$ cat config.mk
export PLATFORM = sky130hd
export DESIGN_NAME = tthr_ctrl
export DESIGN_NICKNAME = d
export VERILOG_FILES = /design/src/logic/tthr_pkg.sv /design/src/logic/tthr_ctrl.sv
export SDC_FILE = /design/constraint.sdc
export NUM_CORES = 1
export LEC_CHECK = 0
export BUFFER_PORTS_ARGS = -buffer_cell sky130_fd_sc_hd__buf_4
export CAP_MARGIN = 30
export CORE_MARGIN = 5
export CORE_UTILIZATION = 59
export CTS_CLUSTER_SIZE = 12
export DETAILED_ROUTE_END_ITERATION = 10
export PLACE_DENSITY = 0.87
export SYNTH_ARGS = -nofsm -noshare
export SYNTH_HDL_FRONTEND = slang
export SYNTH_SLANG_ARGS = --single-unit
$ cat constraint.sdc
create_clock -name i_core_clk -period 6.7 [get_ports i_core_clk]
set_clock_uncertainty 0.05 [all_clocks]
set_input_delay 1.005 -clock i_core_clk [delete_from_list [all_inputs] [get_ports i_core_clk]]
set_output_delay 1.005 -clock i_core_clk [all_outputs]
set_load 0.005 [all_outputs]
$ cat src/logic/tthr_pkg.sv
package tthr_pkg;

    // Core clock
    localparam int CLK_PERIOD_NS = 5;

    // Modulation frame: eight slots, duty counted in slots
    localparam int               SLOT_NS      = 250;
    localparam int               SLOT_CYC     = SLOT_NS / CLK_PERIOD_NS;
    localparam logic [15:0]      SLOT_CYC_W   = 16'(SLOT_CYC);
    localparam int               DUTY_W       = 3;
    localparam logic [2:0]       FACTORY_DUTY = 3'h3;   // 3 of 8 slots on, fixed
    localparam int               OFF_MAX_NS   = 3000;
    localparam int               OFF_MAX_CYC  = OFF_MAX_NS / CLK_PERIOD_NS;

    // Clamp release hysteresis
    localparam int               HYST_NS      = 1000;
    localparam logic [15:0]      HYST_CYC     = 16'(HYST_NS / CLK_PERIOD_NS);

    // Frequency switch (bus stalled) and voltage step pacing
    localparam int               FSW_NS       = 5000;
    localparam logic [15:0]      FSW_CYC      = 16'(FSW_NS / CLK_PERIOD_NS);
    localparam int               VSTEP_NS     = 1000;
    localparam logic [15:0]      VSTEP_CYC    = 16'(VSTEP_NS / CLK_PERIOD_NS);

    // Minimum time from frequency drop before leaving the low operating point
    localparam int               MIN_ACT_US   = 1000;

    // Voltage select codes, one entry = 12.5 mV
    localparam int               VSC_W        = 6;
    localparam logic [5:0]       VSC_NORMAL   = 6'h0E;
    localparam logic [5:0]       VSC_LOW      = 6'h16;
    localparam logic [5:0]       VSC_ONE      = 6'h01;

    // Clock modulation control register layout
    localparam int               CMC_W        = 64;
    localparam int               CMC_FORCE    = 4;
    localparam int               CMC_DUTY_LSB = 1;
    localparam int               CMC_DUTY_MSB = 3;
    localparam logic [63:0]      CMC_RESET    = 64'h0;

    typedef enum logic [2:0] {
        FV_NORMAL,
        FV_FREQ_DN,
        FV_VOLT_DN,
        FV_LOW,
        FV_VOLT_UP,
        FV_FREQ_UP
    } tthr_fv_e;

endpackage

$ cat src/logic/tthr_ctrl.sv
`timescale 1ns/1ps
`default_nettype none

module tthr_ctrl
    import tthr_pkg::*;
#(
    parameter int MIN_ACT_CYC = MIN_ACT_US * 1000 / CLK_PERIOD_NS
) (
    input  wire logic             i_core_clk,           // Core clock, 200 MHz
    input  wire logic             i_rst,                // Async reset, active high
    input  wire logic             i_clk_en,             // Freezes all state when low
    input  wire logic             i_die_hot,            // Internal trip comparator
    input  wire logic             i_clamp_en,           // Clock-gating throttle enable
    input  wire logic             i_fv_en,              // Frequency-voltage throttle enable
    input  wire logic             i_evt_assert_en,      // Event on pin assertion
    input  wire logic             i_evt_deassert_en,    // Event on pin release
    input  wire logic             i_overtemp_flag_n_in, // Pin level seen
    output logic                  o_overtemp_flag_n_out,// Pin drive value
    output logic                  o_overtemp_flag_n_oe, // Pin drive enable
    input  wire logic             i_reg_wr,             // Control register write
    input  wire logic [63:0]      i_reg_wdata,          // Write data
    output logic [63:0]           o_reg_rdata,          // Register read value
    input  wire logic             i_irq_req,            // Edge-triggered interrupt in
    output logic                  o_irq_deliver,        // Interrupt handed to core
    output logic                  o_core_clk_on,        // Core clock gate enable
    output logic                  o_bus_block,          // Bus traffic stalled
    output logic                  o_freq_low,           // Low bus multiplier selected
    output logic [VSC_W-1:0]      o_vsc,                // Voltage select code
    output logic                  o_evt_assert,         // Pin asserted pulse
    output logic                  o_evt_deassert        // Pin released pulse
);

    // Control register: only force and duty bits are stored
    logic                 force_q;
    logic [DUTY_W-1:0]    duty_q;

    // Clamp state and hysteresis
    logic                 clamp_q;
    logic [15:0]          hyst_q;

    // Modulation frame
    logic [15:0]          slot_cnt_q;
    logic [DUTY_W-1:0]    phase_q;

    // Frequency-voltage sequencer
    tthr_fv_e             fv_q;
    tthr_fv_e             fv_d;
    logic [15:0]          fv_cnt_q;
    logic [15:0]          fv_cnt_d;
    logic [31:0]          act_cnt_q;
    logic [VSC_W-1:0]     vsc_d;

    // Interrupt pending and pin history
    logic                 irq_req_q;
    logic                 pend_q;
    logic                 pin_low_q;

    // Pin low from either end counts as heat; our own pull follows the die flag
    wire                  pin_low     = !i_overtemp_flag_n_in;
    wire                  hot_any     = i_die_hot || pin_low;
    wire                  clamp_set   = i_clamp_en && hot_any;
    wire                  hyst_done   = (hyst_q == 16'h0);
    wire                  clamp_clr   = !hot_any && hyst_done;

    // Duty select: factory value wins while clamp holds
    wire [DUTY_W-1:0]     force_duty  = (duty_q == 3'h0) ? FACTORY_DUTY : duty_q;
    wire [DUTY_W-1:0]     duty_sel    = clamp_q ? FACTORY_DUTY : force_duty;
    wire                  mod_act     = clamp_q || force_q;
    wire                  slot_end    = (slot_cnt_q == SLOT_CYC_W - 16'h1);
    wire                  clk_on_d    = !mod_act || (phase_q < duty_sel);

    // Frequency switch windows stall the bus
    wire                  in_switch   = (fv_d == FV_FREQ_DN) || (fv_d == FV_FREQ_UP);
    wire                  irq_rise    = i_irq_req && !irq_req_q;
    // Delivery lands with a clock-on cycle, never in the first cycle after a switch
    wire                  irq_ok      = clk_on_d && !in_switch && !o_bus_block;
    wire                  deliver     = pend_q && irq_ok;
    wire                  fv_done     = (fv_cnt_q == 16'h0);
    wire                  act_done    = (act_cnt_q == 32'h0);
    wire                  fv_hot      = i_fv_en && i_die_hot;

    // Control register write
    always_ff @(posedge i_core_clk or posedge i_rst) begin
        if (i_rst) begin
            force_q <= CMC_RESET[CMC_FORCE];
            duty_q  <= CMC_RESET[CMC_DUTY_MSB:CMC_DUTY_LSB];
        end else if (i_clk_en && i_reg_wr) begin
            force_q <= i_reg_wdata[CMC_FORCE];
            duty_q  <= i_reg_wdata[CMC_DUTY_MSB:CMC_DUTY_LSB];
        end
    end

    // Read-back; threshold never appears here
    always_ff @(posedge i_core_clk or posedge i_rst) begin
        if (i_rst) begin
            o_reg_rdata <= CMC_RESET;
        end else if (i_clk_en) begin
            o_reg_rdata <= {59'h0, force_q, duty_q, 1'b0};
        end
    end

    // Clamp engage and release; hysteresis reloads while any heat is seen
    always_ff @(posedge i_core_clk or posedge i_rst) begin
        if (i_rst) begin
            clamp_q <= 1'b0;
            hyst_q  <= 16'h0;
        end else if (i_clk_en) begin
            if (clamp_set) begin
                clamp_q <= 1'b1;
            end else if (clamp_clr) begin
                clamp_q <= 1'b0;
            end
            if (hot_any) begin
                hyst_q <= HYST_CYC;
            end else if (!hyst_done) begin
                hyst_q <= hyst_q - 16'h1;
            end
        end
    end

    // Slot timer and frame phase; frame restarts when modulation is idle
    always_ff @(posedge i_core_clk or posedge i_rst) begin
        if (i_rst) begin
            slot_cnt_q    <= 16'h0;
            phase_q       <= 3'h0;
            o_core_clk_on <= 1'b1;
        end else if (i_clk_en) begin
            if (!mod_act || slot_end) begin
                slot_cnt_q <= 16'h0;
            end else begin
                slot_cnt_q <= slot_cnt_q + 16'h1;
            end
            if (!mod_act) begin
                phase_q <= 3'h0;
            end else if (slot_end) begin
                phase_q <= phase_q + 3'h1;
            end
            o_core_clk_on <= clk_on_d;
        end
    end

    // Sequencer: frequency down, walk voltage, hold, walk back, frequency up
    always_comb begin
        fv_d     = fv_q;
        fv_cnt_d = fv_done ? 16'h0 : fv_cnt_q - 16'h1;
        vsc_d    = o_vsc;
        case (fv_q)
            FV_NORMAL: begin
                if (fv_hot) begin
                    fv_d     = FV_FREQ_DN;
                    fv_cnt_d = FSW_CYC;
                end
            end
            FV_FREQ_DN: begin
                if (fv_done) begin
                    fv_d     = FV_VOLT_DN;
                    fv_cnt_d = VSTEP_CYC;
                end
            end
            FV_VOLT_DN: begin
                if (o_vsc == VSC_LOW) begin
                    fv_d = FV_LOW;
                end else if (fv_done) begin
                    vsc_d    = o_vsc + VSC_ONE;
                    fv_cnt_d = VSTEP_CYC;
                end
            end
            FV_LOW: begin
                if (!i_die_hot && act_done) begin
                    fv_d     = FV_VOLT_UP;
                    fv_cnt_d = VSTEP_CYC;
                end
            end
            FV_VOLT_UP: begin
                if (o_vsc == VSC_NORMAL) begin
                    fv_d     = FV_FREQ_UP;
                    fv_cnt_d = FSW_CYC;
                end else if (fv_done) begin
                    vsc_d    = o_vsc - VSC_ONE;
                    fv_cnt_d = VSTEP_CYC;
                end
            end
            FV_FREQ_UP: begin
                if (fv_done) begin
                    fv_d = FV_NORMAL;
                end
            end
            default: begin
                fv_d = FV_NORMAL;
            end
        endcase
    end

    // Sequencer registers; minimum-activation count starts at frequency drop
    always_ff @(posedge i_core_clk or posedge i_rst) begin
        if (i_rst) begin
            fv_q        <= FV_NORMAL;
            fv_cnt_q    <= 16'h0;
            act_cnt_q   <= 32'h0;
            o_vsc       <= VSC_NORMAL;
            o_freq_low  <= 1'b0;
            o_bus_block <= 1'b0;
        end else if (i_clk_en) begin
            fv_q        <= fv_d;
            fv_cnt_q    <= fv_cnt_d;
            o_vsc       <= vsc_d;
            o_bus_block <= in_switch;
            if (fv_d == FV_FREQ_DN) begin
                o_freq_low <= 1'b1;
            end else if (fv_q == FV_FREQ_UP && fv_d == FV_NORMAL) begin
                o_freq_low <= 1'b0;
            end
            if (fv_q == FV_NORMAL) begin
                act_cnt_q <= 32'(MIN_ACT_CYC);
            end else if (!act_done) begin
                act_cnt_q <= act_cnt_q - 32'h1;
            end
        end
    end

    // Interrupt capture; a new edge in the delivery cycle stays pending
    always_ff @(posedge i_core_clk or posedge i_rst) begin
        if (i_rst) begin
            irq_req_q     <= 1'b0;
            pend_q        <= 1'b0;
            o_irq_deliver <= 1'b0;
        end else if (i_clk_en) begin
            irq_req_q     <= i_irq_req;
            pend_q        <= irq_rise || (pend_q && !deliver);
            o_irq_deliver <= deliver;
        end
    end

    // Open-drain pin: pull low whenever the die is hot
    always_ff @(posedge i_core_clk or posedge i_rst) begin
        if (i_rst) begin
            o_overtemp_flag_n_oe  <= 1'b0;
            o_overtemp_flag_n_out <= 1'b1;
            pin_low_q             <= 1'b0;
            o_evt_assert          <= 1'b0;
            o_evt_deassert        <= 1'b0;
        end else if (i_clk_en) begin
            o_overtemp_flag_n_oe  <= i_die_hot;
            o_overtemp_flag_n_out <= !i_die_hot;
            pin_low_q             <= pin_low;
            o_evt_assert          <= i_evt_assert_en && pin_low && !pin_low_q;
            o_evt_deassert        <= i_evt_deassert_en && !pin_low && pin_low_q;
        end
    end

    // Helper: run of consecutive clock-off cycles, for the off-span bound
    logic [15:0] off_run_q;
    always_ff @(posedge i_core_clk or posedge i_rst) begin
        if (i_rst) begin
            off_run_q <= 16'h0;
        end else if (i_clk_en) begin
            off_run_q <= o_core_clk_on ? 16'h0 : off_run_q + 16'h1;
        end
    end

    chk_clamp_engage: assert property (@(posedge i_core_clk) disable iff (i_rst)
        (i_clk_en && i_clamp_en && i_die_hot) |=> clamp_q)
        else $error("clamp not engaged on heat");

    chk_pin_holds_clamp: assert property (@(posedge i_core_clk) disable iff (i_rst)
        (i_clk_en && i_clamp_en && pin_low) |=> clamp_q)
        else $error("clamp dropped while pin low");

    chk_off_span_bound: assert property (@(posedge i_core_clk) disable iff (i_rst)
        off_run_q <= 16'(OFF_MAX_CYC))
        else $error("clock off span too long");

    chk_release_hyst: assert property (@(posedge i_core_clk) disable iff (i_rst)
        $fell(clamp_q) |-> ($past(hyst_q) == 16'h0 && !$past(i_die_hot)))
        else $error("clamp released before hysteresis");

    chk_factory_duty: assert property (@(posedge i_core_clk) disable iff (i_rst)
        (i_clk_en && clamp_q) |=> (o_core_clk_on == ($past(phase_q) < FACTORY_DUTY)))
        else $error("clamp not using factory duty");

    chk_force_start: assert property (@(posedge i_core_clk) disable iff (i_rst)
        (i_clk_en && i_reg_wr && i_reg_wdata[CMC_FORCE]) |=> mod_act)
        else $error("forced modulation not started");

    chk_switch_no_irq: assert property (@(posedge i_core_clk) disable iff (i_rst)
        $past(o_bus_block) |-> !o_irq_deliver)
        else $error("interrupt delivered during switch");

    chk_vsc_single_step: assert property (@(posedge i_core_clk) disable iff (i_rst)
        (o_vsc != $past(o_vsc)) |->
            ((o_vsc - $past(o_vsc)) == VSC_ONE || ($past(o_vsc) - o_vsc) == VSC_ONE))
        else $error("voltage code jumped more than one entry");

    chk_freq_after_volt: assert property (@(posedge i_core_clk) disable iff (i_rst)
        $fell(o_freq_low) |-> (o_vsc == VSC_NORMAL))
        else $error("frequency restored before voltage");

    chk_pin_drive: assert property (@(posedge i_core_clk) disable iff (i_rst)
        (i_clk_en && i_die_hot) |=> (o_overtemp_flag_n_oe && !o_overtemp_flag_n_out))
        else $error("pin not driven while hot");

    // Helper: run of consecutive stalled cycles, for the switch length bound
    logic [15:0] blk_run_q;
    always_ff @(posedge i_core_clk or posedge i_rst) begin
        if (i_rst) begin
            blk_run_q <= 16'h0;
        end else if (i_clk_en) begin
            blk_run_q <= o_bus_block ? blk_run_q + 16'h1 : 16'h0;
        end
    end

    chk_switch_span: assert property (@(posedge i_core_clk) disable iff (i_rst)
        blk_run_q <= FSW_CYC + 16'h1)
        else $error("bus stalled longer than one switch");

    chk_irq_clk_on: assert property (@(posedge i_core_clk) disable iff (i_rst)
        o_irq_deliver |-> (o_core_clk_on && !o_bus_block))
        else $error("interrupt delivered while clocks gated");

    chk_freq_first: assert property (@(posedge i_core_clk) disable iff (i_rst)
        $rose(o_freq_low) |-> (o_bus_block && o_vsc == VSC_NORMAL))
        else $error("voltage moved before frequency drop");

    chk_vsc_after_freq: assert property (@(posedge i_core_clk) disable iff (i_rst)
        $changed(o_vsc) |-> (o_freq_low && !o_bus_block))
        else $error("voltage code moved outside low frequency");

    chk_force_no_fv: assert property (@(posedge i_core_clk) disable iff (i_rst)
        (i_clk_en && !o_freq_low && !(i_fv_en && i_die_hot)) |=> !o_freq_low)
        else $error("frequency dropped without enabled heat");

endmodule

`default_nettype wire

## Word level (Yosys, flattened, before mapping)

Index checks and enable logic that the tools add are counted.

| word-level totals | value |
|---|---|
| register bits after elaboration | 112 |
| bits in latches | 0 |
| bits in writable memories | 0 |
| ROM bits | 0 |
| bits of input ports | 75 |
| output and inout bits | 78 |
| logic and storage cells | 124 |
| memories | 0 |

| cells by class | value |
|---|---|
| $add $sub $neg | 7 |
| $mul | 0 |
| divide/modulo/power cells | 0 |
| $lt $le $gt $ge | 1 |
| equal/unequal tests | 17 |
| shift operators | 0 |
| multiplexer cells | 32 |
| bitwise logic cells | 0 |
| reduce and logical (&&, ||, !) cells | 45 |

Operators by type and width:

| operator | count |
|---|---|
| 16-bit 2-to-1 mux | 9 |
| 16-bit case mux with 5 select lines | 1 |
| 32-bit 2-to-1 mux | 2 |
| 16-bit zero test | 2 |
| 32-bit zero test | 1 |
| 16-bit by 1-bit subtractor with 16-bit output (second input constant) | 2 |
| 32-bit by 1-bit subtractor with 32-bit output (second input constant) | 1 |
| 3-bit 2-to-1 mux | 10 |
| 6-bit 2-to-1 mux | 4 |
| 3-bit case mux with 6 select lines | 1 |
| 16-bit by 1-bit adder with 16-bit output (second input constant) | 1 |
| 16-bit by 6-bit equality test with 1-bit output (second input constant) | 1 |
| 1-bit logical AND | 15 |
| 6-bit case mux with 2 select lines | 1 |
| 2-bit != test (second input constant) | 5 |
| 2-bit AND reduction | 5 |
| 3-bit equality test (second input constant) | 3 |
| 1-bit zero test | 9 |
| 3-bit zero test | 3 |
| 6-bit by 1-bit adder with 6-bit output (second input constant) | 1 |
| 3-bit by 1-bit equality test with 1-bit output (second input constant) | 2 |
| 3-bit by 2-bit equality test with 1-bit output (second input constant) | 2 |
| 6-bit by 4-bit equality test with 1-bit output (second input constant) | 1 |
| 6-bit by 5-bit equality test with 1-bit output (second input constant) | 1 |
| 8 further kinds | 19 |

## Depth between registers and ports, before layout

Gate-level depths: netlist of run 1.

| logic depth | value |
|---|---|
| word-level depth | 13 |
| gate-level depth with buffers | 11 |
| depth with buffers taken out | 10 |

## Worst setup path before layout of run 1

Ideal clock, no wire load.

| timing | value |
|---|---|
| path type | reg2reg |
| start | register act_cnt_q[12] |
| end | register act_cnt_q[26] |
| setup time | 78 ps |
| arrival | 2,437 ps |
| data required time | 6,572 ps |
| setup slack | 4,135 ps |
| stages on the path, launching flop included | 8 |
| path buffers | 2 |
| period minus slack after synthesis | 2,565 ps |
| cell sequence | dfrtp_1 -> or4_4 -> or3_1 -> buf_2 -> or3b_1 -> buf_6 -> or3_1 -> a21oi_1 |

| between the ends | value |
|---|---|
| cells in the longest elaborated chain, start to end | 3 |
| elaborated cells on any way between the ends | 6 |
| those cells by class | add/sub (1); eq/ne (1); mux (2); reduce/logical (2) |

Ends and longest elaborated chain:

| what | RTL line | source |
|---|---|---|
| start, declared | tthr_ctrl.sv:50 | `logic [31:0] act_cnt_q;` |
| start signal, assigned | tthr_ctrl.sv:214 | `act_cnt_q <= 32'(MIN_ACT_CYC);` |
| start signal, assigned | tthr_ctrl.sv:216 | `act_cnt_q <= act_cnt_q - 32'h1;` |
| 32-bit by 1-bit subtractor with 32-bit output or 32-bit zero test (tied branches) | tthr_ctrl.sv:216, tthr_ctrl.sv:79 |  |
| 32-bit 2-to-1 mux or 2-bit by 1-bit != test with 1-bit output (tied branches) | - |  |
| 32-bit 2-to-1 mux or 2-bit AND reduction (tied branches) | - |  |

Several ways; a longest one is shown, not always the timed one. The select of a mux whose other input is x is not followed.
A chain may end at the register's enable or synchronous reset.

## Worst setup path after layout of run 1

| timing | value |
|---|---|
| start | register act_cnt_q[4] |
| end | register fv_cnt_q[10] |

| between the ends | value |
|---|---|
| cells in the longest elaborated chain, start to end | 4 |

Ends and longest elaborated chain:

| what | RTL line | source |
|---|---|---|
| 32-bit zero test | tthr_ctrl.sv:79 | `wire act_done = (act_cnt_q == 32'h0);` |
| 1-bit logical AND | tthr_ctrl.sv:169 | `if (!i_die_hot && act_done) begin` |
| 16-bit 2-to-1 mux | tthr_ctrl.sv:169 |  |
| 16-bit case mux with 5 select lines | tthr_ctrl.sv:147 | `case (fv_q)` |
| end signal, assigned | tthr_ctrl.sv:205 | `fv_cnt_q <= fv_cnt_d;` |
| end, declared | tthr_ctrl.sv:48 | `logic [15:0] fv_cnt_q;` |

Every way passes these cells.

==> results of run 1 <==
==> sequential cells by signal, indices dropped and copies added (netlist names), 3 cells and up <==
| signal | flops |
|---|---|
| act_cnt_q | 32 |
| fv_cnt_q | 16 |
| hyst_q | 16 |
| slot_cnt_q | 16 |
| o_vsc | 6 |
| o_reg_rdata | 4 |
| duty_q | 3 |
| fv_q | 3 |
| phase_q | 3 |
==> path summary, 6_finish.rpt <==
check	start	end	slack [ns]	cells after the start
max in group asynchronous	i_rst	o_core_clk_on$_DFFE_PP1P_	5.23	3
worst min-delay path	o_core_clk_on$_DFFE_PP1P_	o_core_clk_on$_DFFE_PP1P_	0.46	2
worst max-delay path	act_cnt_q[4]$_DFFE_PP0P_	fv_cnt_q[10]$_DFFE_PP0P_	3.60	6
min in group asynchronous	i_rst	slot_cnt_q[0]$_DFFE_PP0P_	0.57	2
worst min register to register	o_core_clk_on$_DFFE_PP1P_	o_core_clk_on$_DFFE_PP1P_	0.46	2
worst max register to register	act_cnt_q[4]$_DFFE_PP0P_	fv_cnt_q[10]$_DFFE_PP0P_	3.60	6
==> routing by layer <==
layer | GRT usage | wire (um) | share of wire
met5 | 0 | 0 | 0
met4 | 0.0814 | 220 | 0.017
met3 | 0.0279 | 663 | 0.050
met2 | 0.329 | 6520 | 0.49
met1 | 0.277 | 5900 | 0.44
==> final cells by class <==
| type | count | share of cell area |
|---|---|---|
| flip-flops and latches | 112 | 0.409 |
| clock buffers | 11 | 0.0206 |
| multi-input cells | 538 | 0.481 |
| clock inverters | 5 | 0.00838 |
| repair buffers | 37 | 0.0433 |
| inverters | 23 | 0.0129 |
| well taps | 140 | 0.0255 |
==> critical path: cells and delay by family, from the launching register on <==
kind             cells  cell delay (ns)
AO/OA/AOI/OAI        4             1.48
flip-flops           1             0.44
AND/OR/NAND/NOR      2             1.05
==> power by group through the flow <==
| stage | logic (mW) | registers, mW | clock network, mW |
|---|---|---|---|
| after detailed placement | 0.470 | 0.964 | 0 |
| after CTS | 0.473 | 0.954 | 0.416 |
| after floorplan | 0.398 | 0.927 | 0 |
| final | 0.472 | 0.958 | 0.407 |
| after global placement | 0.438 | 0.950 | 0 |
| after global routing | 0.536 | 0.980 | 0.443 |
==> cells by family (layout without fill, tap and decap cells) <==
family,Yosys count,in the layout
flip-flops,112,112
adder cells (fa/ha/maj),15,15
buffers and inverters,112,76
XOR/XNOR,53,53
other,1,60
AO/OA/AOI/OAI,118,118
AND/OR/NAND/NOR,276,276
multiplexers,16,16
==> cells in the mapped netlist (15+ instances only) <==
cell	n	area (um^2)
a21oi_1	17	85.1
buf_4	60	450
clkbuf_1	24	90.1
dfrtp_1	107	2680
inv_1	23	86.3
mux2_2	16	180
nand2_1	48	180
nand3_1	15	75.1
nor2_1	72	270
nor3_1	35	175
nor4_1	19	119
o21ai_0	45	225
or3_1	17	106
xnor2_1	35	307
xor2_1	18	158
==> stage by stage <==
| step | std cells | hold slack [ns] | cell area (um^2) | utilization |
|---|---|---|---|---|
| final | 866 | 0.461 | 6870 | 0.634 |
| after global routing | 866 | 0.483 | 6870 | 0.634 |
| after CTS | 866 | 0.456 | 6870 | 0.634 |
| after detailed placement | 850 | 0.437 | 6670 | 0.616 |
| after global placement | 849 | 0.428 | 6650 | 0.613 |
| after floorplan | 762 | 0.407 | 6760 | - |
==> key figures, run 1 <==
Power and ir drop
  – Cell Int Power: 1.21 mW
  – Sequential power share: 0.521
  – Switching Fraction: 0.340
  – Worst vdd ir: 0.139 mV
  – Clock network fraction of total power: 0.222
  – Power, Total: 1.84 mW
  – Static leakage: 2.98 nW
  – PwrDens: 267 nW/um^2
  – Psw: 0.625 mW
  – Combinational share of power: 0.257

Clock tree
  – Post CTS Setup Buffer Count: 0
  – CTS resizes: 0
  – Root buf cell: clkbuf_8
  – CTS tree: built
  – CTS Buffer Depth: 2
  – CTS clk-pin slew, worst paths: 0.11 ns
  – H-tree levels: 3
  – CTS Hold Buffers Added: 0
  – Total clock sinks: 112
  – CTS buffer count: 9
  – Clock Latency Late Sink: 0.37 ns

Placed design
  – Post-DP HPWL: 9570 um
  – Place WS: 3.42 ns
  – Final GP Congestion: 0.905
  – I/O Buffers: 32

Logic synthesis
  – Post-synthesis cell count: 703
  – Netlist cell types: 59
  – Largest family of logic cells by synthesized area: simple AND/OR/NAND/NOR gates
  – YS warnings: 0
  – Post-synthesis adder-cell area fraction: 0.0298
  – Most used DFF post-synth: dfrtp_1
  – Sequential-to-total area share from yosys stat: 0.429
  – Post-synth EDFFs: 0
  – Compound-Gate Fraction of Synth Area: 0.116
  – FF+latch count, synth: 112
  – Simple-Gate Fraction of Synth Area: 0.226
  – Synthesized area per cell: 9.31 um^2
  – XOR/XNOR Fraction of Synth Area: 0.0710
  – Post-synthesis mux area share: 0.0275
  – Asr flop ratio synth: 1.00
  – Area of the mapped netlist: 6540 um^2

Outcome
  – Status: finished, final reports clean

Floorplan
  – Overall die width: 115 um
  – FP Rows: 38
  – Die area: 13300 um^2
  – Core area: 10800 um^2
  – Io pins: 153
  – Starting Density: 0.604
  – Die H: 115 um

Layout
  – Nets@finish: 811
  – FF+latch area: 2810 um^2
  – Leading cell types in the layout, fill and taps excluded: 107 x dfrtp_1, 72 x nor2_1, 60 x conb_1, 48 x nand2_1, 45 x o21ai_0
  – Share of cells above drive strength 1: 0.127
  – Area grow syn2layout: 5.03%
  – FILL cells: 870
  – Multi-input gate area: 3300 um^2
  – Most common cell after layout, fill and taps aside: dfrtp_1
  – ANT cells: 0

Global routing
  – First-pass GRT wire length: 22200 um
  – Gr ovfl total: 0
  – Gr usage total: 0.203
  – Largest net degree at the start of global routing: 63
  – Vias in the first global route: 4841
  – Initial antenna violation count: 0

Timing
  – Worst slew pin tran: 0.915 ns
  – Slew HR: 0.384
  – Fin Setup TNS: 0 ns
  – Final hold vios: 0
  – Unrepaired setup endpoints after global routing: no
  – Final Critical Period: 3.10 ns
  – Final setup viols: 0
  – Period utilisation layout: 0.463
  – Max Clock Freq: 322 MHz
  – Worst Setup Slack, final: 3.60 ns
  – Final Max Slew Viols: 0

Critical path
  – CP cell instances: or4_1 -> or2_2 -> o31a_1 -> o21ai_1 -> o21ai_0 -> a22o_1
  – Crit path kind: reg2reg
  – Worst-path cell with the longest stage delay: or4_1
  – Startpoint Class: flip-flop
  – Worst EP arrival: 3.33 ns
  – CP Capture Type: flip-flop
  – Worst-path fanout max: 13
  – Max stage delay on crit path: 0.65 ns
  – Critical Path RT: 6.93 ns

Detailed routing
  – Initial drt markers: 371
  – DR WL/cell: 15.4 um
  – Via-to-Cell Ratio: 5.86
  – Drt first pass iters: 5
  – Routed WL: 13300 um
  – Post-route ant nets: 0
  – Via count: 5071
  – # DRC: 0

Job
  – Maxcap violations: 0

Hold path
  – Worst hold path type: reg2reg
Note: power is estimated with default switching activity, not from simulation.
==> inputs of run 2 (changes only) <==
--- a/config.mk
+++ b/config.mk
@@ -8,10 +8,10 @@
 export BUFFER_PORTS_ARGS = -buffer_cell sky130_fd_sc_hd__buf_4
 export CAP_MARGIN = 30
 export CORE_MARGIN = 5
-export CORE_UTILIZATION = 59
+export CORE_UTILIZATION = 55
 export CTS_CLUSTER_SIZE = 12
 export DETAILED_ROUTE_END_ITERATION = 10
-export PLACE_DENSITY = 0.87
+export PLACE_DENSITY = 0.82
 export SYNTH_ARGS = -nofsm -noshare
 export SYNTH_HDL_FRONTEND = slang
 export SYNTH_SLANG_ARGS = --single-unit
==> constraint.sdc (replaced) <==
create_clock -name i_core_clk -period 3.13 [get_ports i_core_clk]
set_clock_uncertainty 0.05 [all_clocks]
set_input_delay 0.4695 -clock i_core_clk [delete_from_list [all_inputs] [get_ports i_core_clk]]
set_output_delay 0.4695 -clock i_core_clk [all_outputs]
set_load 0.005 [all_outputs]
==> run 2 against run 1 <==
  * Critical path depth is 1 lower
  * Sequential power is 110% higher
  * Worst hold slack worse by 0.28 ns
  * Setup slack worse by 3.3 ns
  * First-iteration DRC count is 26% lower
  * Register-to-register slack worse by 3.3 ns
  * Critical path type unchanged
  * Largest cell class unchanged
==> key figures, run 2 (synthesis gave the netlist of run 1 again) <==
Outcome
  – Status: finished, final reports clean

Clock tree
  – CTS tree: built
  – Total clock sinks: 112
  – Post CTS Setup Buffer Count: 0
  – Root buf cell: clkbuf_16
  – CTS Buffer Depth: 2
  – Clock Latency Late Sink: 0.35 ns
  – CTS buffer count: 9
  – CTS clk-pin slew, worst paths: 0.07 ns
  – H-tree levels: 3
  – CTS Hold Buffers Added: 0
  – CTS resizes: 0

Layout
  – Most common cell after layout, fill and taps aside: dfrtp_1
  – Area grow syn2layout: 7.63%
  – Leading cell types in the layout, fill and taps excluded: 107 x dfrtp_1, 72 x nor2_1, 60 x conb_1, 48 x nand2_1, 45 x o21ai_0
  – Max reg flops: 32
  – Nets@finish: 817
  – ANT cells: 0
  – Share of cells above drive strength 1: 0.135
  – Top reg by flops: act_cnt_q

Floorplan
  – Core area: 11500 um^2
  – Die area: 14200 um^2
  – Die H: 119 um
  – Io pins: 153
  – Overall die width: 119 um
  – FP Rows: 39
  – Starting Density: 0.568

Global routing
  – Vias in the first global route: 5002
  – Largest net degree at the start of global routing: 57
  – Initial antenna violation count: 0
  – Gr usage total: 0.189
  – First-pass GRT wire length: 22700 um
  – Gr ovfl total: 0

Detailed routing
  – Initial drt markers: 276
  – Drt first pass iters: 5
  – # DRC: 0
  – Via-to-Cell Ratio: 5.73
  – Post-route ant nets: 0
  – DR WL/cell: 15.0 um
  – Via count: 5012
  – Routed WL: 13100 um

Critical path
  – Critical Path RT: 3.32 ns
  – FF-to-FF setup slack: 0.32 ns
  – RR Endpoint: o_vsc[4]$_DFFE_PP0P_
  – Crit path kind: reg2reg
  – CP endpoint: o_vsc[4]$_DFFE_PP0P_
  – CP Capture Type: flip-flop
  – Worst EP arrival: 3.00 ns
  – Worst-path fanout max: 9
  – Setup crit start: fv_cnt_q[4]$_DFFE_PP0P_
  – Startpoint Class: flip-flop
  – RR Startpoint: fv_cnt_q[4]$_DFFE_PP0P_
  – Worst r2r path cells: 5

Power and ir drop
  – PwrDens: 612 nW/um^2
  – Power, Total: 4.31 mW
  – Static leakage: 3.06 nW
  – Worst vdd ir: 0.385 mV

Job
  – Maxcap violations: 0

Placed design
  – Final GP Congestion: 0.894
  – I/O Buffers: 32
  – Post-DP HPWL: 9380 um

Timing
  – Final Max Slew Viols: 0
  – Max Clock Freq: 356 MHz
  – Period utilisation layout: 0.897
  – Slew HR: 0.516
  – Final Critical Period: 2.81 ns
  – Final hold vios: 0
  – Unrepaired setup endpoints after global routing: no
  – Worst slew pin tran: 0.724 ns
  – Final setup viols: 0
  – Fin Setup TNS: 0 ns

Hold path
  – Worst hold path type: in2async
[run 2: cell count changes in the layout (fill, tap and decap cells not counted)]
cell       before  now
bufinv_16       1    2
clkinv_2        1    0
inv_4           1    0
buf_4          36   42
buf_12          0    1
clkbuf_8       10    0
clkbuf_16       0    9
inv_6           0    3
clkbuf_1        1    0
buf_16          1    0
[run 2: layout make-up]
cell class              instances  area [um^2]
clock buffers                   9          225
clock inverters                 7          101
fillers                       946         4470
inverters                      23         90.1
multi-input cells             538         3300
flip-flops and latches        112         2810
well taps                     143          179
repair buffers                 43          335
[run 2: how the worst min path moves through the flow]
stage / start / to / depth (start not counted)
after detailed placement: fv_cnt_q[7]$_DFFE_PP0P_ / fv_cnt_q[7]$_DFFE_PP0P_ / 1
after global placement: o_evt_assert$_DFFE_PP0P_ / o_evt_assert$_DFFE_PP0P_ / 1
after CTS: i_rst / act_cnt_q[13]$_DFFE_PP0P_ / 2
final: i_rst / act_cnt_q[12]$_DFFE_PP0P_ / 2
after floorplan: fv_cnt_q[7]$_DFFE_PP0P_ / fv_cnt_q[7]$_DFFE_PP0P_ / 1
after global routing: i_rst / o_evt_assert$_DFFE_PP0P_ / 2
[run 2: per-stage QoR]
stage / util / std cells / hold WS, ns / cell area (um^2) / setup WS, ns
final: 0.611 / 875 / 0.186 / 7040 / 0.322
after global routing: 0.611 / 875 / 0.250 / 7040 / 0.163
after CTS: 0.611 / 875 / 0.210 / 7040 / 0.342
after global placement: 0.583 / 859 / 0.424 / 6720 / 0.438
after detailed placement: 0.583 / 859 / 0.427 / 6720 / 0.362
after floorplan: - / 762 / 0.407 / 6770 / 0.565
[run 2: critical path: stages, from the launching register on]
cell	delay, ns
dfrtp_1	0.46
or4_1	0.61
or2_1	0.27
nor4b_1	0.52
nand3_1	0.41
mux2_2	0.38
[run 2: power breakdown]
group	internal, mW	total (mW)	switching [mW]
logic	0.470	1.02	0.549
registers	1.74	2.05	0.304
clock network	0.710	1.25	0.535
[run 2: per-layer routing]
layer	vias to the layer above	part of all wire	track usage	wire, um
met5	-	0	0	0
met2	131	0.50	0.316	6610
met4	0	0.015	0.0825	200
met3	21	0.051	0.0284	668
met1	2447	0.43	0.244	5670
li1	2413	-	-	-
==> inputs of run 3 (changes only) <==
--- a/config.mk
+++ b/config.mk
@@ -11,6 +11,7 @@
 export CORE_UTILIZATION = 55
 export CTS_CLUSTER_SIZE = 12
 export DETAILED_ROUTE_END_ITERATION = 10
+export GPL_ROUTABILITY_DRIVEN = 0
 export PLACE_DENSITY = 0.82
 export SYNTH_ARGS = -nofsm -noshare
 export SYNTH_HDL_FRONTEND = slang
==> constraint.sdc (replaced) <==
create_clock -name i_core_clk -period 2.9 [get_ports i_core_clk]
set_clock_uncertainty 0.05 [all_clocks]
set_input_delay 0.435 -clock i_core_clk [delete_from_list [all_inputs] [get_ports i_core_clk]]
set_output_delay 0.435 -clock i_core_clk [all_outputs]
set_load 0.005 [all_outputs]
==> run 3 against run 2 <==
  * Maximum frequency is 3.4% higher
  * Register-to-register slack got worse by 0.14 ns
  * Routed wire length up 2.5%
  * Largest cell class unchanged
==> key figures, run 3 (synthesis gave the netlist of run 1 again) <==
Outcome
  – Status: finished, final reports clean

Critical path
  – Crit path kind: reg2reg
  – Critical Path RT: 3.09 ns
  – Worst EP arrival: 2.91 ns
  – CP cell instances: or4_4 -> or3_1 -> or3b_1 -> nor4_4 -> xnor2_1 -> nor2_1
  – Startpoint Class: flip-flop
  – Bufs and invs on worst path: 0
  – CP Capture Type: flip-flop
  – Family with the most delay on the worst path: simple AND/OR/NAND/NOR gates
  – Worst-path fanout max: 7
  – Max stage delay on crit path: 0.60 ns
  – Worst-path cell with the longest stage delay: or4_4

Placed design
  – Post-DP Area: 6780 um^2
  – Post-DP HPWL: 9510 um
  – I/O Buffers: 32
  – Place WS: 0.247 ns
  – Placed insts: 866

Layout
  – Leading cell types in the layout, fill and taps excluded: 107 x dfrtp_1, 72 x nor2_1, 60 x conb_1, 48 x nand2_1, 48 x buf_4
  – Final Instance Area: 7060 um^2
  – Most common cell after layout, fill and taps aside: dfrtp_1
  – Non-Filler Instances: 882
  – Max reg flops: 32
  – FF+latch area: 2810 um^2
  – Area grow syn2layout: 7.92%
  – FILL cells: 933
  – Nets@finish: 824
  – ANT cells: 0
  – Multi-input gate area: 3300 um^2
  – Final core occ: 0.613
  – Share of cells above drive strength 1: 0.143
  – Top reg by flops: act_cnt_q

Timing
  – Max Clock Freq: 368 MHz
  – WHS: 0.210 ns
  – Final Critical Period: 2.72 ns
  – Fin Setup TNS: 0 ns
  – Slew HR: 0.405
  – Worst slew pin tran: 0.890 ns
  – Period utilisation layout: 0.937
  – Final hold vios: 0
  – Unrepaired setup endpoints after global routing: no
  – Final Max Slew Viols: 0
  – Worst Setup Slack, final: 0.184 ns
  – Final setup viols: 0

Global routing
  – Met1 usage: 0.254
  – Routing usage on met2: 0.324
  – Gr usage total: 0.194
  – Gr ovfl total: 0
  – M3 GR Usage: 0.0355
  – GR peak layer: met2
  – Vias in the first global route: 4931
  – First-pass GRT wire length: 23200 um
  – Initial antenna violation count: 0
  – Largest net degree at the start of global routing: 40

Detailed routing
  – Post-route ant nets: 0
  – Initial drt markers: 303
  – DR WL/cell: 15.3 um
  – # DRC: 0
  – Routed WL: 13500 um
  – Via count: 5064
  – Drt first pass iters: 5
  – Via-to-Cell Ratio: 5.74

Clock tree
  – Post CTS Setup Buffer Count: 0
  – CTS Buffer Depth: 2
  – H-tree levels: 3
  – Root buf cell: clkbuf_16
  – CTS clk-pin slew, worst paths: 0.08 ns
  – Total clock sinks: 112
  – CTS resizes: 0
  – Clock Latency Late Sink: 0.35 ns
  – CTS tree: built
  – CTS Hold Buffers Added: 0
  – CTS buffer count: 9

Floorplan
  – Core area: 11500 um^2
  – Die H: 119 um
  – FP Rows: 39
  – Io pins: 153
  – Die area: 14200 um^2
  – Starting Density: 0.568
  – Overall die width: 119 um

Power and ir drop
  – PwrDens: 639 nW/um^2
  – Power, Total: 4.51 mW
  – Psw: 1.52 mW
  – Worst vdd ir: 0.460 mV
  – Switching Fraction: 0.338
  – Combinational share of power: 0.246
  – Sequential power share: 0.491
  – Cell Int Power: 2.99 mW
  – Static leakage: 3.08 nW
  – Clock network fraction of total power: 0.262

Job
  – Maxcap violations: 0

Hold path
  – Worst hold path type: in2async
-- run 3: cell types whose count changed in the layout (fill, tap and decap cells not counted) --
cell	delta
clkinv_2	+1
clkinv_4	+1
buf_12	+1
buf_4	+6
bufinv_16	-2
-- run 3: power groups by stage --
stage | registers (mW) | logic (mW) | clock network (mW)
global route | 2.26 | 1.26 | 1.29
detailed placement | 2.23 | 1.10 | 0
finish | 2.22 | 1.11 | 1.18
global placement | 2.20 | 1.04 | 0
floorplan | 2.14 | 0.920 | 0
CTS | 2.21 | 1.12 | 1.21
-- run 3: area by class of cell --
| type | count | share of cell area |
|---|---|---|
| Multi-Input combinational cell | 538 | 0.468 |
| Sequential cell | 112 | 0.398 |
| Timing Repair Buffer | 50 | 0.0567 |
| Clock buffer | 9 | 0.0319 |
| Tap cell | 143 | 0.0253 |
| Inverter | 23 | 0.0128 |
| Clock inverter | 7 | 0.00780 |
-- run 3: metal layers --
metal,vias up,share of wire
li1,2412,-
met4,0,0.021
met1,2469,0.43
met2,159,0.49
met3,24,0.056
met5,-,0
-- run 3: path summary, 6_finish.rpt --
| path | to | start | slack (ns) | cells after the start |
|---|---|---|---|---|
| setup / recovery | act_cnt_q[31]$_DFFE_PP0P_ | act_cnt_q[12]$_DFFE_PP0P_ | 0.18 | 6 |
| hold / removal | act_cnt_q[12]$_DFFE_PP0P_ | i_rst | 0.21 | 2 |
| setup reg to reg | act_cnt_q[31]$_DFFE_PP0P_ | act_cnt_q[12]$_DFFE_PP0P_ | 0.18 | 6 |
| hold reg to reg | o_core_clk_on$_DFFE_PP1P_ | o_core_clk_on$_DFFE_PP1P_ | 0.45 | 2 |
| max in group asynchronous | o_core_clk_on$_DFFE_PP1P_ | i_rst | 1.86 | 3 |
| min in group i_core_clk | clamp_q$_DFFE_PP0P_ | i_clamp_en | 0.26 | 2 |
